[config.mk]
export PLATFORM = sky130hd
export DESIGN_NAME = sdram_pin_front
export DESIGN_NICKNAME = d
export VERILOG_FILES = /design/src/sdram_pin_pkg.sv /design/src/cmd_decode.sv /design/src/sdram_pin_front.sv
export SDC_FILE = /design/constraint.sdc
export NUM_CORES = 1
export LEC_CHECK = 0
export ABC_AREA = 1
export ABC_CLOCK_PERIOD_IN_PS = 3750
export BUFFER_PORTS_ARGS = -buffer_cell sky130_fd_sc_hd__buf_4
export CORE_MARGIN = 5
export CORE_UTILIZATION = 35
export CTS_BUF_LIST = sky130_fd_sc_hd__clkbuf_16
export DETAILED_ROUTE_END_ITERATION = 8
export PLACE_DENSITY = 0.65
export SYNTH_ARGS = -nofsm -noshare
export SYNTH_HDL_FRONTEND = slang
export SYNTH_SLANG_ARGS = --single-unit
[constraint.sdc]
create_clock -name i_clk -period 3.75 [get_ports i_clk]
set_input_delay 0.1875 -clock i_clk [delete_from_list [all_inputs] [get_ports i_clk]]
set_output_delay 0.1875 -clock i_clk [all_outputs]
set_load 0.01 [all_outputs]
[src/sdram_pin_pkg.sv]
// package: constants and carrier types for the sdram control-pin front end
package sdram_pin_pkg;
  localparam int DATA_W = 16;
  localparam int LANES = 2;
  localparam int LANE_W = 8;
  localparam int ADDR_W = 13;
  localparam int BANKS = 4;
  localparam int BANK_W = 2;
  localparam int COL_W = 9;
  localparam int SCOPE_BIT = 10;
  localparam int MASK_LAT = 2;
  localparam logic [1:0] MASK_LAT_CNT = 2'h2;
  localparam logic [3:0] BURST_LEN = 4'h4;
  localparam logic [3:0] BURST_ONE = 4'h1;
  localparam logic [BANKS-1:0] BANKS_NONE = 4'h0;
  localparam logic [BANKS-1:0] BANKS_ALL = 4'hF;
  localparam logic [ADDR_W-1:0] MODE_RESET = 13'h0000;
  localparam logic [COL_W-1:0] COL_ONE = 9'h001;

  // raw {ras,cas,we} code with select low
  localparam logic [2:0] CMD_NOP = 3'h7;
  localparam logic [2:0] CMD_ACT = 3'h3;
  localparam logic [2:0] CMD_RD = 3'h5;
  localparam logic [2:0] CMD_WR = 3'h4;
  localparam logic [2:0] CMD_PRE = 3'h2;
  localparam logic [2:0] CMD_REF = 3'h1;
  localparam logic [2:0] CMD_MRS = 3'h0;
  localparam logic [2:0] CMD_BST = 3'h6;

  typedef enum logic [3:0] {
    OP_NOP, OP_ACT, OP_RD, OP_WR, OP_PRE, OP_REF, OP_MRS, OP_BST, OP_DESEL
  } op_t;

  typedef enum logic [2:0] {
    PM_RUN, PM_PRE_PD, PM_ACT_PD, PM_SELF_REF, PM_SUSPEND
  } pmode_t;

  // command pins as driven by the controller
  typedef struct packed {
    logic cs_n;
    logic ras_n;
    logic cas_n;
    logic we_n;
    logic [BANK_W-1:0] bank_select;
    logic [ADDR_W-1:0] addr;
  } cmd_pins_t;

  // mask lanes: [1] high_byte_mask, [0] low_byte_mask
  typedef struct packed {
    logic high_byte_mask;
    logic low_byte_mask;
  } mask_t;

  // one request toward the array
  typedef struct packed {
    logic wr_en;
    logic [BANK_W-1:0] bank;
    logic [COL_W-1:0] col;
    logic [LANES-1:0] lane_en;
    logic [DATA_W-1:0] data;
  } array_req_t;
endpackage

[src/cmd_decode.sv]
// module: combinational sdram command decoder from the select and strobe pins
`timescale 1ns/1ps
module cmd_decode
(
  input wire sdram_pin_pkg::cmd_pins_t i_pins,
  output sdram_pin_pkg::op_t o_op
);
  import sdram_pin_pkg::*;

  wire [2:0] code = {i_pins.ras_n, i_pins.cas_n, i_pins.we_n};

  // select high masks every command
  always_comb
  begin
    if (i_pins.cs_n) o_op = OP_DESEL;
    else
    begin
      case (code)
        CMD_ACT: o_op = OP_ACT;
        CMD_RD: o_op = OP_RD;
        CMD_WR: o_op = OP_WR;
        CMD_PRE: o_op = OP_PRE;
        CMD_REF: o_op = OP_REF;
        CMD_MRS: o_op = OP_MRS;
        CMD_BST: o_op = OP_BST;
        default: o_op = OP_NOP;
      endcase
    end
  end
endmodule

[src/sdram_pin_front.sv]
// module: sdram control-pin front end with power modes, bursts and byte masks
`timescale 1ns/1ps
module sdram_pin_front
#(
  parameter int DATA_W = sdram_pin_pkg::DATA_W,
  parameter bit SINGLE_MASK = 1'b0
)
(
  input wire logic i_clk,
  input wire logic i_rst,
  input wire logic i_cke,
  input wire sdram_pin_pkg::cmd_pins_t i_pins,
  input wire sdram_pin_pkg::mask_t i_mask,
  input wire logic [DATA_W-1:0] i_dq,
  input wire logic [DATA_W-1:0] i_rd_data,
  output sdram_pin_pkg::array_req_t o_req,
  output logic o_req_valid,
  output logic [DATA_W-1:0] o_dq,
  output logic [DATA_W-1:0] o_dq_oe,
  output sdram_pin_pkg::pmode_t o_pmode,
  output logic o_rx_enable,
  output logic [sdram_pin_pkg::BANKS-1:0] o_open_banks,
  output logic [sdram_pin_pkg::ADDR_W-1:0] o_mode_word
);
  import sdram_pin_pkg::*;

  cmd_pins_t pins_q;
  mask_t mask_q;
  logic cke_q;
  logic [DATA_W-1:0] dq_q;
  op_t op;
  pmode_t pmode;
  logic [BANKS-1:0] open_banks;
  logic [3:0] burst_left;
  logic burst_wr;
  logic [BANK_W-1:0] burst_bank;
  logic [COL_W-1:0] burst_col;
  logic [LANES-1:0] rd_pipe1;
  logic rd_pipe1_v;

  // lane mask: narrow parts use the upper pin for every lane
  function automatic logic [LANES-1:0] lane_mask(input mask_t m, input bit single);
    lane_mask = single ? {LANES{m.high_byte_mask}} : {m.high_byte_mask, m.low_byte_mask};
  endfunction

  function automatic logic [DATA_W-1:0] lane_expand(input logic [LANES-1:0] l);
    lane_expand = {{LANE_W{l[1]}}, {LANE_W{l[0]}}};
  endfunction

  // input capture; receivers frozen in power-down and self refresh, still live while suspended
  wire rx_on = (pmode != PM_PRE_PD) && (pmode != PM_ACT_PD) && (pmode != PM_SELF_REF);
  always_ff @(posedge i_clk)
  begin
    if (i_rst)
    begin
      pins_q <= '{cs_n: 1'b1, ras_n: 1'b1, cas_n: 1'b1, we_n: 1'b1, default: '0};
      mask_q <= '0;
      dq_q <= '0;
    end
    else if (rx_on)
    begin
      pins_q <= i_pins;
      mask_q <= i_mask;
      dq_q <= i_dq;
    end
  end

  // cke is sampled every edge: in low-power modes it acts as a level wake
  always_ff @(posedge i_clk)
  begin
    if (i_rst) cke_q <= 1'b1;
    else cke_q <= i_cke;
  end

  cmd_decode u_dec
  (
    .i_pins(pins_q),
    .o_op(op)
  );

  wire clk_active = cke_q;
  wire in_burst = burst_left != 4'h0;
  wire run = pmode == PM_RUN;
  wire take = run && clk_active;
  wire [LANES-1:0] lanes_now = lane_mask(mask_q, SINGLE_MASK);
  wire pre_all = pins_q.addr[SCOPE_BIT];
  wire [BANKS-1:0] bank_bit = BANKS'(1) << pins_q.bank_select;

  // power mode selection from the gate and current bank state
  pmode_t next_pmode;
  always_comb
  begin
    next_pmode = pmode;
    case (pmode)
      PM_RUN:
        if (!clk_active)
        begin
          if (in_burst) next_pmode = PM_SUSPEND;
          else if (op == OP_REF && open_banks == BANKS_NONE) next_pmode = PM_SELF_REF;
          else if (open_banks == BANKS_NONE) next_pmode = PM_PRE_PD;
          else next_pmode = PM_ACT_PD;
        end
      PM_SUSPEND, PM_PRE_PD, PM_ACT_PD, PM_SELF_REF:
        if (clk_active) next_pmode = PM_RUN;
      default: next_pmode = PM_RUN;
    endcase
  end

  always_ff @(posedge i_clk)
  begin
    if (i_rst) pmode <= PM_RUN;
    else pmode <= next_pmode;
  end

  // bank bookkeeping and mode word; deselect leaves op as DESEL so nothing changes
  always_ff @(posedge i_clk)
  begin
    if (i_rst)
    begin
      open_banks <= BANKS_NONE;
      o_mode_word <= MODE_RESET;
    end
    else if (take)
    begin
      if (op == OP_ACT) open_banks <= open_banks | bank_bit;
      if (op == OP_PRE) open_banks <= pre_all ? BANKS_NONE : (open_banks & ~bank_bit);
      if (op == OP_MRS) o_mode_word <= pins_q.addr;
    end
  end

  // burst engine: runs on through deselect, frozen while suspended
  wire start = take && (op == OP_RD || op == OP_WR);
  always_ff @(posedge i_clk)
  begin
    if (i_rst)
    begin
      burst_left <= 4'h0;
      burst_wr <= 1'b0;
      burst_bank <= '0;
      burst_col <= '0;
    end
    else if (start)
    begin
      // the start beat already serves the first column, so only the rest stay counted
      burst_left <= BURST_LEN - BURST_ONE;
      burst_wr <= op == OP_WR;
      burst_bank <= pins_q.bank_select;
      burst_col <= pins_q.addr[COL_W-1:0] + COL_ONE;
    end
    else if (take && op == OP_BST) burst_left <= 4'h0;
    else if (take && in_burst)
    begin
      burst_left <= burst_left - BURST_ONE;
      burst_col <= burst_col + COL_ONE;
    end
  end

  // array request; write mask drops lanes so they stay unchanged
  wire beat = take && (start || (in_burst && op != OP_BST));
  wire beat_wr = start ? (op == OP_WR) : burst_wr;
  always_ff @(posedge i_clk)
  begin
    if (i_rst)
    begin
      o_req <= '0;
      o_req_valid <= 1'b0;
    end
    else
    begin
      o_req_valid <= beat;
      o_req.wr_en <= beat_wr;
      o_req.bank <= start ? pins_q.bank_select : burst_bank;
      o_req.col <= start ? pins_q.addr[COL_W-1:0] : burst_col;
      o_req.lane_en <= ~lanes_now;
      o_req.data <= dq_q;
    end
  end

  // read output pipe: the drive enables follow two edges after the mask capture edge,
  // so one stage, rd_pipe1, sits between mask_q and the drive enables
  always_ff @(posedge i_clk)
  begin
    if (i_rst)
    begin
      rd_pipe1 <= '0;
      rd_pipe1_v <= 1'b0;
      o_dq <= '0;
      o_dq_oe <= '0;
    end
    else if (pmode != PM_SUSPEND && clk_active)
    begin
      rd_pipe1_v <= beat && !beat_wr;
      rd_pipe1 <= lanes_now;
      o_dq <= i_rd_data;
      o_dq_oe <= lane_expand({LANES{rd_pipe1_v}} & ~rd_pipe1);
    end
  end

  // mode and receiver status outputs
  always_ff @(posedge i_clk)
  begin
    if (i_rst)
    begin
      o_pmode <= PM_RUN;
      o_rx_enable <= 1'b1;
      o_open_banks <= BANKS_NONE;
    end
    else
    begin
      o_pmode <= next_pmode;
      o_rx_enable <= next_pmode == PM_RUN || next_pmode == PM_SUSPEND;
      o_open_banks <= open_banks;
    end
  end

  a_desel_no_bank: assert property (@(posedge i_clk) disable iff (i_rst)
    pins_q.cs_n && pmode == PM_RUN |=> $stable(open_banks))
    else $error("bank state changed under deselect");
  a_suspend_freeze: assert property (@(posedge i_clk) disable iff (i_rst)
    pmode == PM_SUSPEND && !cke_q |=> $stable(burst_left))
    else $error("burst moved while suspended");
  a_pd_idle: assert property (@(posedge i_clk) disable iff (i_rst)
    pmode == PM_RUN && !cke_q && !in_burst && open_banks == BANKS_NONE
    && op != OP_REF |=> pmode == PM_PRE_PD)
    else $error("missed precharge power-down");
  a_act_pd: assert property (@(posedge i_clk) disable iff (i_rst)
    pmode == PM_RUN && !cke_q && !in_burst && open_banks != BANKS_NONE
    |=> pmode == PM_ACT_PD)
    else $error("missed active power-down");
  a_rx_frozen: assert property (@(posedge i_clk) disable iff (i_rst)
    pmode == PM_SELF_REF |=> $stable(pins_q))
    else $error("inputs captured in self refresh");
  a_wake_run: assert property (@(posedge i_clk) disable iff (i_rst)
    pmode != PM_RUN && cke_q |=> pmode == PM_RUN)
    else $error("no wake on gate high");
  a_wr_mask: assert property (@(posedge i_clk) disable iff (i_rst)
    beat && beat_wr |=> o_req_valid && o_req.lane_en == ~$past(lanes_now))
    else $error("write mask not applied");
  a_pre_all: assert property (@(posedge i_clk) disable iff (i_rst)
    take && op == OP_PRE && pre_all |=> open_banks == BANKS_NONE)
    else $error("precharge all left a bank open");
  a_burst_step: assert property (@(posedge i_clk) disable iff (i_rst)
    take && in_burst && !start && op != OP_BST |=> burst_left == $past(burst_left) - 4'h1)
    else $error("burst counter did not step");
endmodule

==> flow_summary.toml <==
[logic_synthesis]
syn_nets = 671
synth_top_area_cell = "dfxtp_1"
synth_top_area_share = 0.527
syn_inst = 612
yosysUniqueCellTypes = 32
syn_area_um2 = 4860
avgSynthCellArea_um2 = 7.94
synth_edf_count = 0
async_flop_share = 0
synth_ff_type = "dfxtp_1"
seq_area_frac_synth = 0.527
yosys_register_bits = 128
yosys-top-cells-area = "dfxtp_1 53%, nor2_1 10%, o21ai_0 7.9%"
synth_warnings = 0

[sta]
tightest_slew_ns = 1.03
timing.hold.ws_ns = 0.0132
rsz0062_at_grt = "no"
max_slew_margin = 0.315
fin_setup_tns_ns = 0
drv_slew = 0
period_share = 0.560
setup_viol = 0
max_freq_mhz = 476
skew_ns = 0.00589
finalCriticalPeriod_ns = 2.10
hold_violations = 0
fin_ws_ns = 1.65

[critical_path]
crit_required_ns = 4.06
worstSetupStartpointType = "flip-flop"
cpPeakStageDelay_ns = 0.38
crit_top_cell = "nand2_2"
worstSetupPathType = "flip-flop to flip-flop"
r2r_cells = 13
crit_chain = "inv_2 > nand2_2 > nor2_4 > nand2_4 > nand2_1 > nand2_2 > ha_1 > nand2_2 > nor2_4 > nand3_1 > nand3_1 > nand2_1 > inv_1"
critPathCapture = "burst_col[8]"
r2r-end = "burst_col[8]"
slowest_stage = "dfxtp_1"
crit_start = "o_pmode[2]"
reg2reg_from = "o_pmode[2]"
critPathMaxFanout = 17
cp-end-kind = "flip-flop"
critPathArrivalTime_ns = 2.41
r2r_setup_slack_ns = 1.65

[clocking]
post_cts_resized = 0
clk_latency_ns = 0.41
clk_pin_slew_ns = 0.05
cts_made_buffers = 17
cts_buffer_depth = 2
clock_sinks = 128
h-tree-depth = 4
cts-root-buf = "clkbuf_16"
cts_tree = "yes"

[min_path]
hold_path_class = "primary input to flip-flop"

[flow_run]
drv_cap = 0

[cells_and_area]
drive_above_1_share = 0.275
area_delta_synth_final_pct = 37.4
diodes = 0
multi_input_area_um2 = 1810
nNetsFinal = 802
regArea_um2 = 2560
fillers = 1356

[drt]
viasPerCell = 4.50
drc_errors = 0
firstDrtPassIters = 4
initialDrtViolationCount = 223
wl_per_cell_um = 13.0
routed_wl_um = 12200
num_vias = 4212
antenna_left = 0

[placed_design]
post-place-ws_ns = 1.67
io_buffers = 139
hpwl_um = 8240
finalWeightedCongestion = 0.791

[pwr]
cellPowerDensity_nw_per_um2 = 643
swShare = 0.293
p_sw_mw = 1.26
power_frac_seq = 0.384
leakage_nw = 3.12
power_mw = 4.29
comb_power_share = 0.218
worst_ir_drop_vdd_mv = 0.330
p_clk_frac = 0.398
p_int_mw = 3.03

[floorplan]
start_util = 0.353
coreArea_um2 = 13800
die_width_um = 128
row_count = 43
ios = 140
chipHeight_um = 128
die_area_um2 = 16300

[global_routing]
track_usage = 0.150
grt_max_degree = 76
grt_pass1_vias = 4041
grt_overflow = 0
grt_pass1_wl_um = 19500
antenna_found_initial = 0

[outcome]
status = "finished, final reports clean"
-- power groups by stage --
stage	clock network, mW	logic (mW)	registers [mW]
floorplan	0	0.633	1.69
global placement	0	0.923	1.67
detailed placement	0	0.925	1.68
CTS	1.75	0.945	1.65
global route	1.82	1.06	1.67
finish	1.71	0.934	1.65
-- worst min-delay path by stage --
stage                            start          to  slack, ns  depth (start not counted)
after CTS                 i_rd_data[7]     o_dq[7]     0.0008                          3
after floorplan                  i_cke       cke_q       0.29                          1
final                       i_pins[18]  pins_q[18]       0.01                          3
after detailed placement         i_cke       cke_q       0.39                          2
after global placement           i_cke       cke_q       0.38                          2
after global routing      i_rd_data[7]     o_dq[7]      0.002                          3
-- registers in the layout, indices dropped and copies added, names as in the netlist, 2 cells and up --
signal,flops
burst_col,9
burst_left,4
dq_q,16
lanes_now,2
o_dq,16
o_dq_oe,2
o_mode_word,13
o_open_banks,4
o_pmode,3
o_req,30
open_banks,4
pins_q,19
rd_pipe1,2
-- stage by stage --
| step | area, µm² | std cells | utilization |
|---|---|---|---|
| global placement | 5900 | 889 | 0.429 |
| floorplan | 4860 | 612 | - |
| CTS | 6670 | 936 | 0.485 |
| global route | 6670 | 936 | 0.485 |
| finish | 6670 | 936 | 0.485 |
| detailed placement | 5900 | 889 | 0.429 |
-- Yosys cell counts (2+ instances only) --
cell      number
nand2_4        3
nor2_4         2
nand4_1        4
clkbuf_1      24
o21ai_0       77
a21oi_1       44
ha_1           3
a31oi_1        5
nand2_1       50
nand3_2        5
nand2_2       12
nor2_2         3
nor3_1         4
dfxtp_1      128
inv_2          7
buf_4         16
o21ai_1        7
nand3_1       16
inv_1         58
buf_6          2
nor2_1       130
buf_2          2
-- critical path, delay by kind of cell, from the launching register on --
family	cells	cell delay (ns)
buf+inv	2	0.13
simple gates	10	1.24
fa+ha+maj	1	0.24
flops	1	0.38
-- repair_timing --
item	in CTS	in global routing
endpoints found under the hold margin	15	0
setup buffers	0	0
hold buffers	15	0
-- cells by family after synthesis --
family | share of synthesized area
adder cells (fa/ha/maj) | 0.00773
XOR/XNOR | 0.00180
buffers and inverters | 0.100
flip-flops | 0.527
AO/OA/AOI/OAI | 0.145
AND/OR/NAND/NOR | 0.218
-- per-layer routing --
| layer | share of wire | vias up | track usage |
|---|---|---|---|
| met4 | 0.017 | 0 | 0.0531 |
| met3 | 0.050 | 18 | 0.0508 |
| met2 | 0.50 | 95 | 0.256 |
| met5 | 0 | - | 0 |
| li1 | - | 2201 | - |
| met1 | 0.43 | 1898 | 0.175 |
-- final cells by class --
cell class,instances,share of cell area
well taps,180,0.0337
inverters,65,0.0366
flip-flops and latches,128,0.384
clock buffers,17,0.0637
repair buffers,156,0.181
clock inverters,15,0.0291
multi-input cells,375,0.272
-- placed cells by master (no fill, tap or decap), types with 7 or more instances in the layout --
cell type and n:
clkbuf_16 17, dlygate4sd3_1 15, buf_4 141, inv_2 8
o21ai_1 7, inv_1 58, a21oi_1 44, o21ai_0 77
nand3_1 16, nand2_2 12, dfxtp_1 128, nor2_1 130
nand2_1 50
Power figures use the tool's default switching activity.
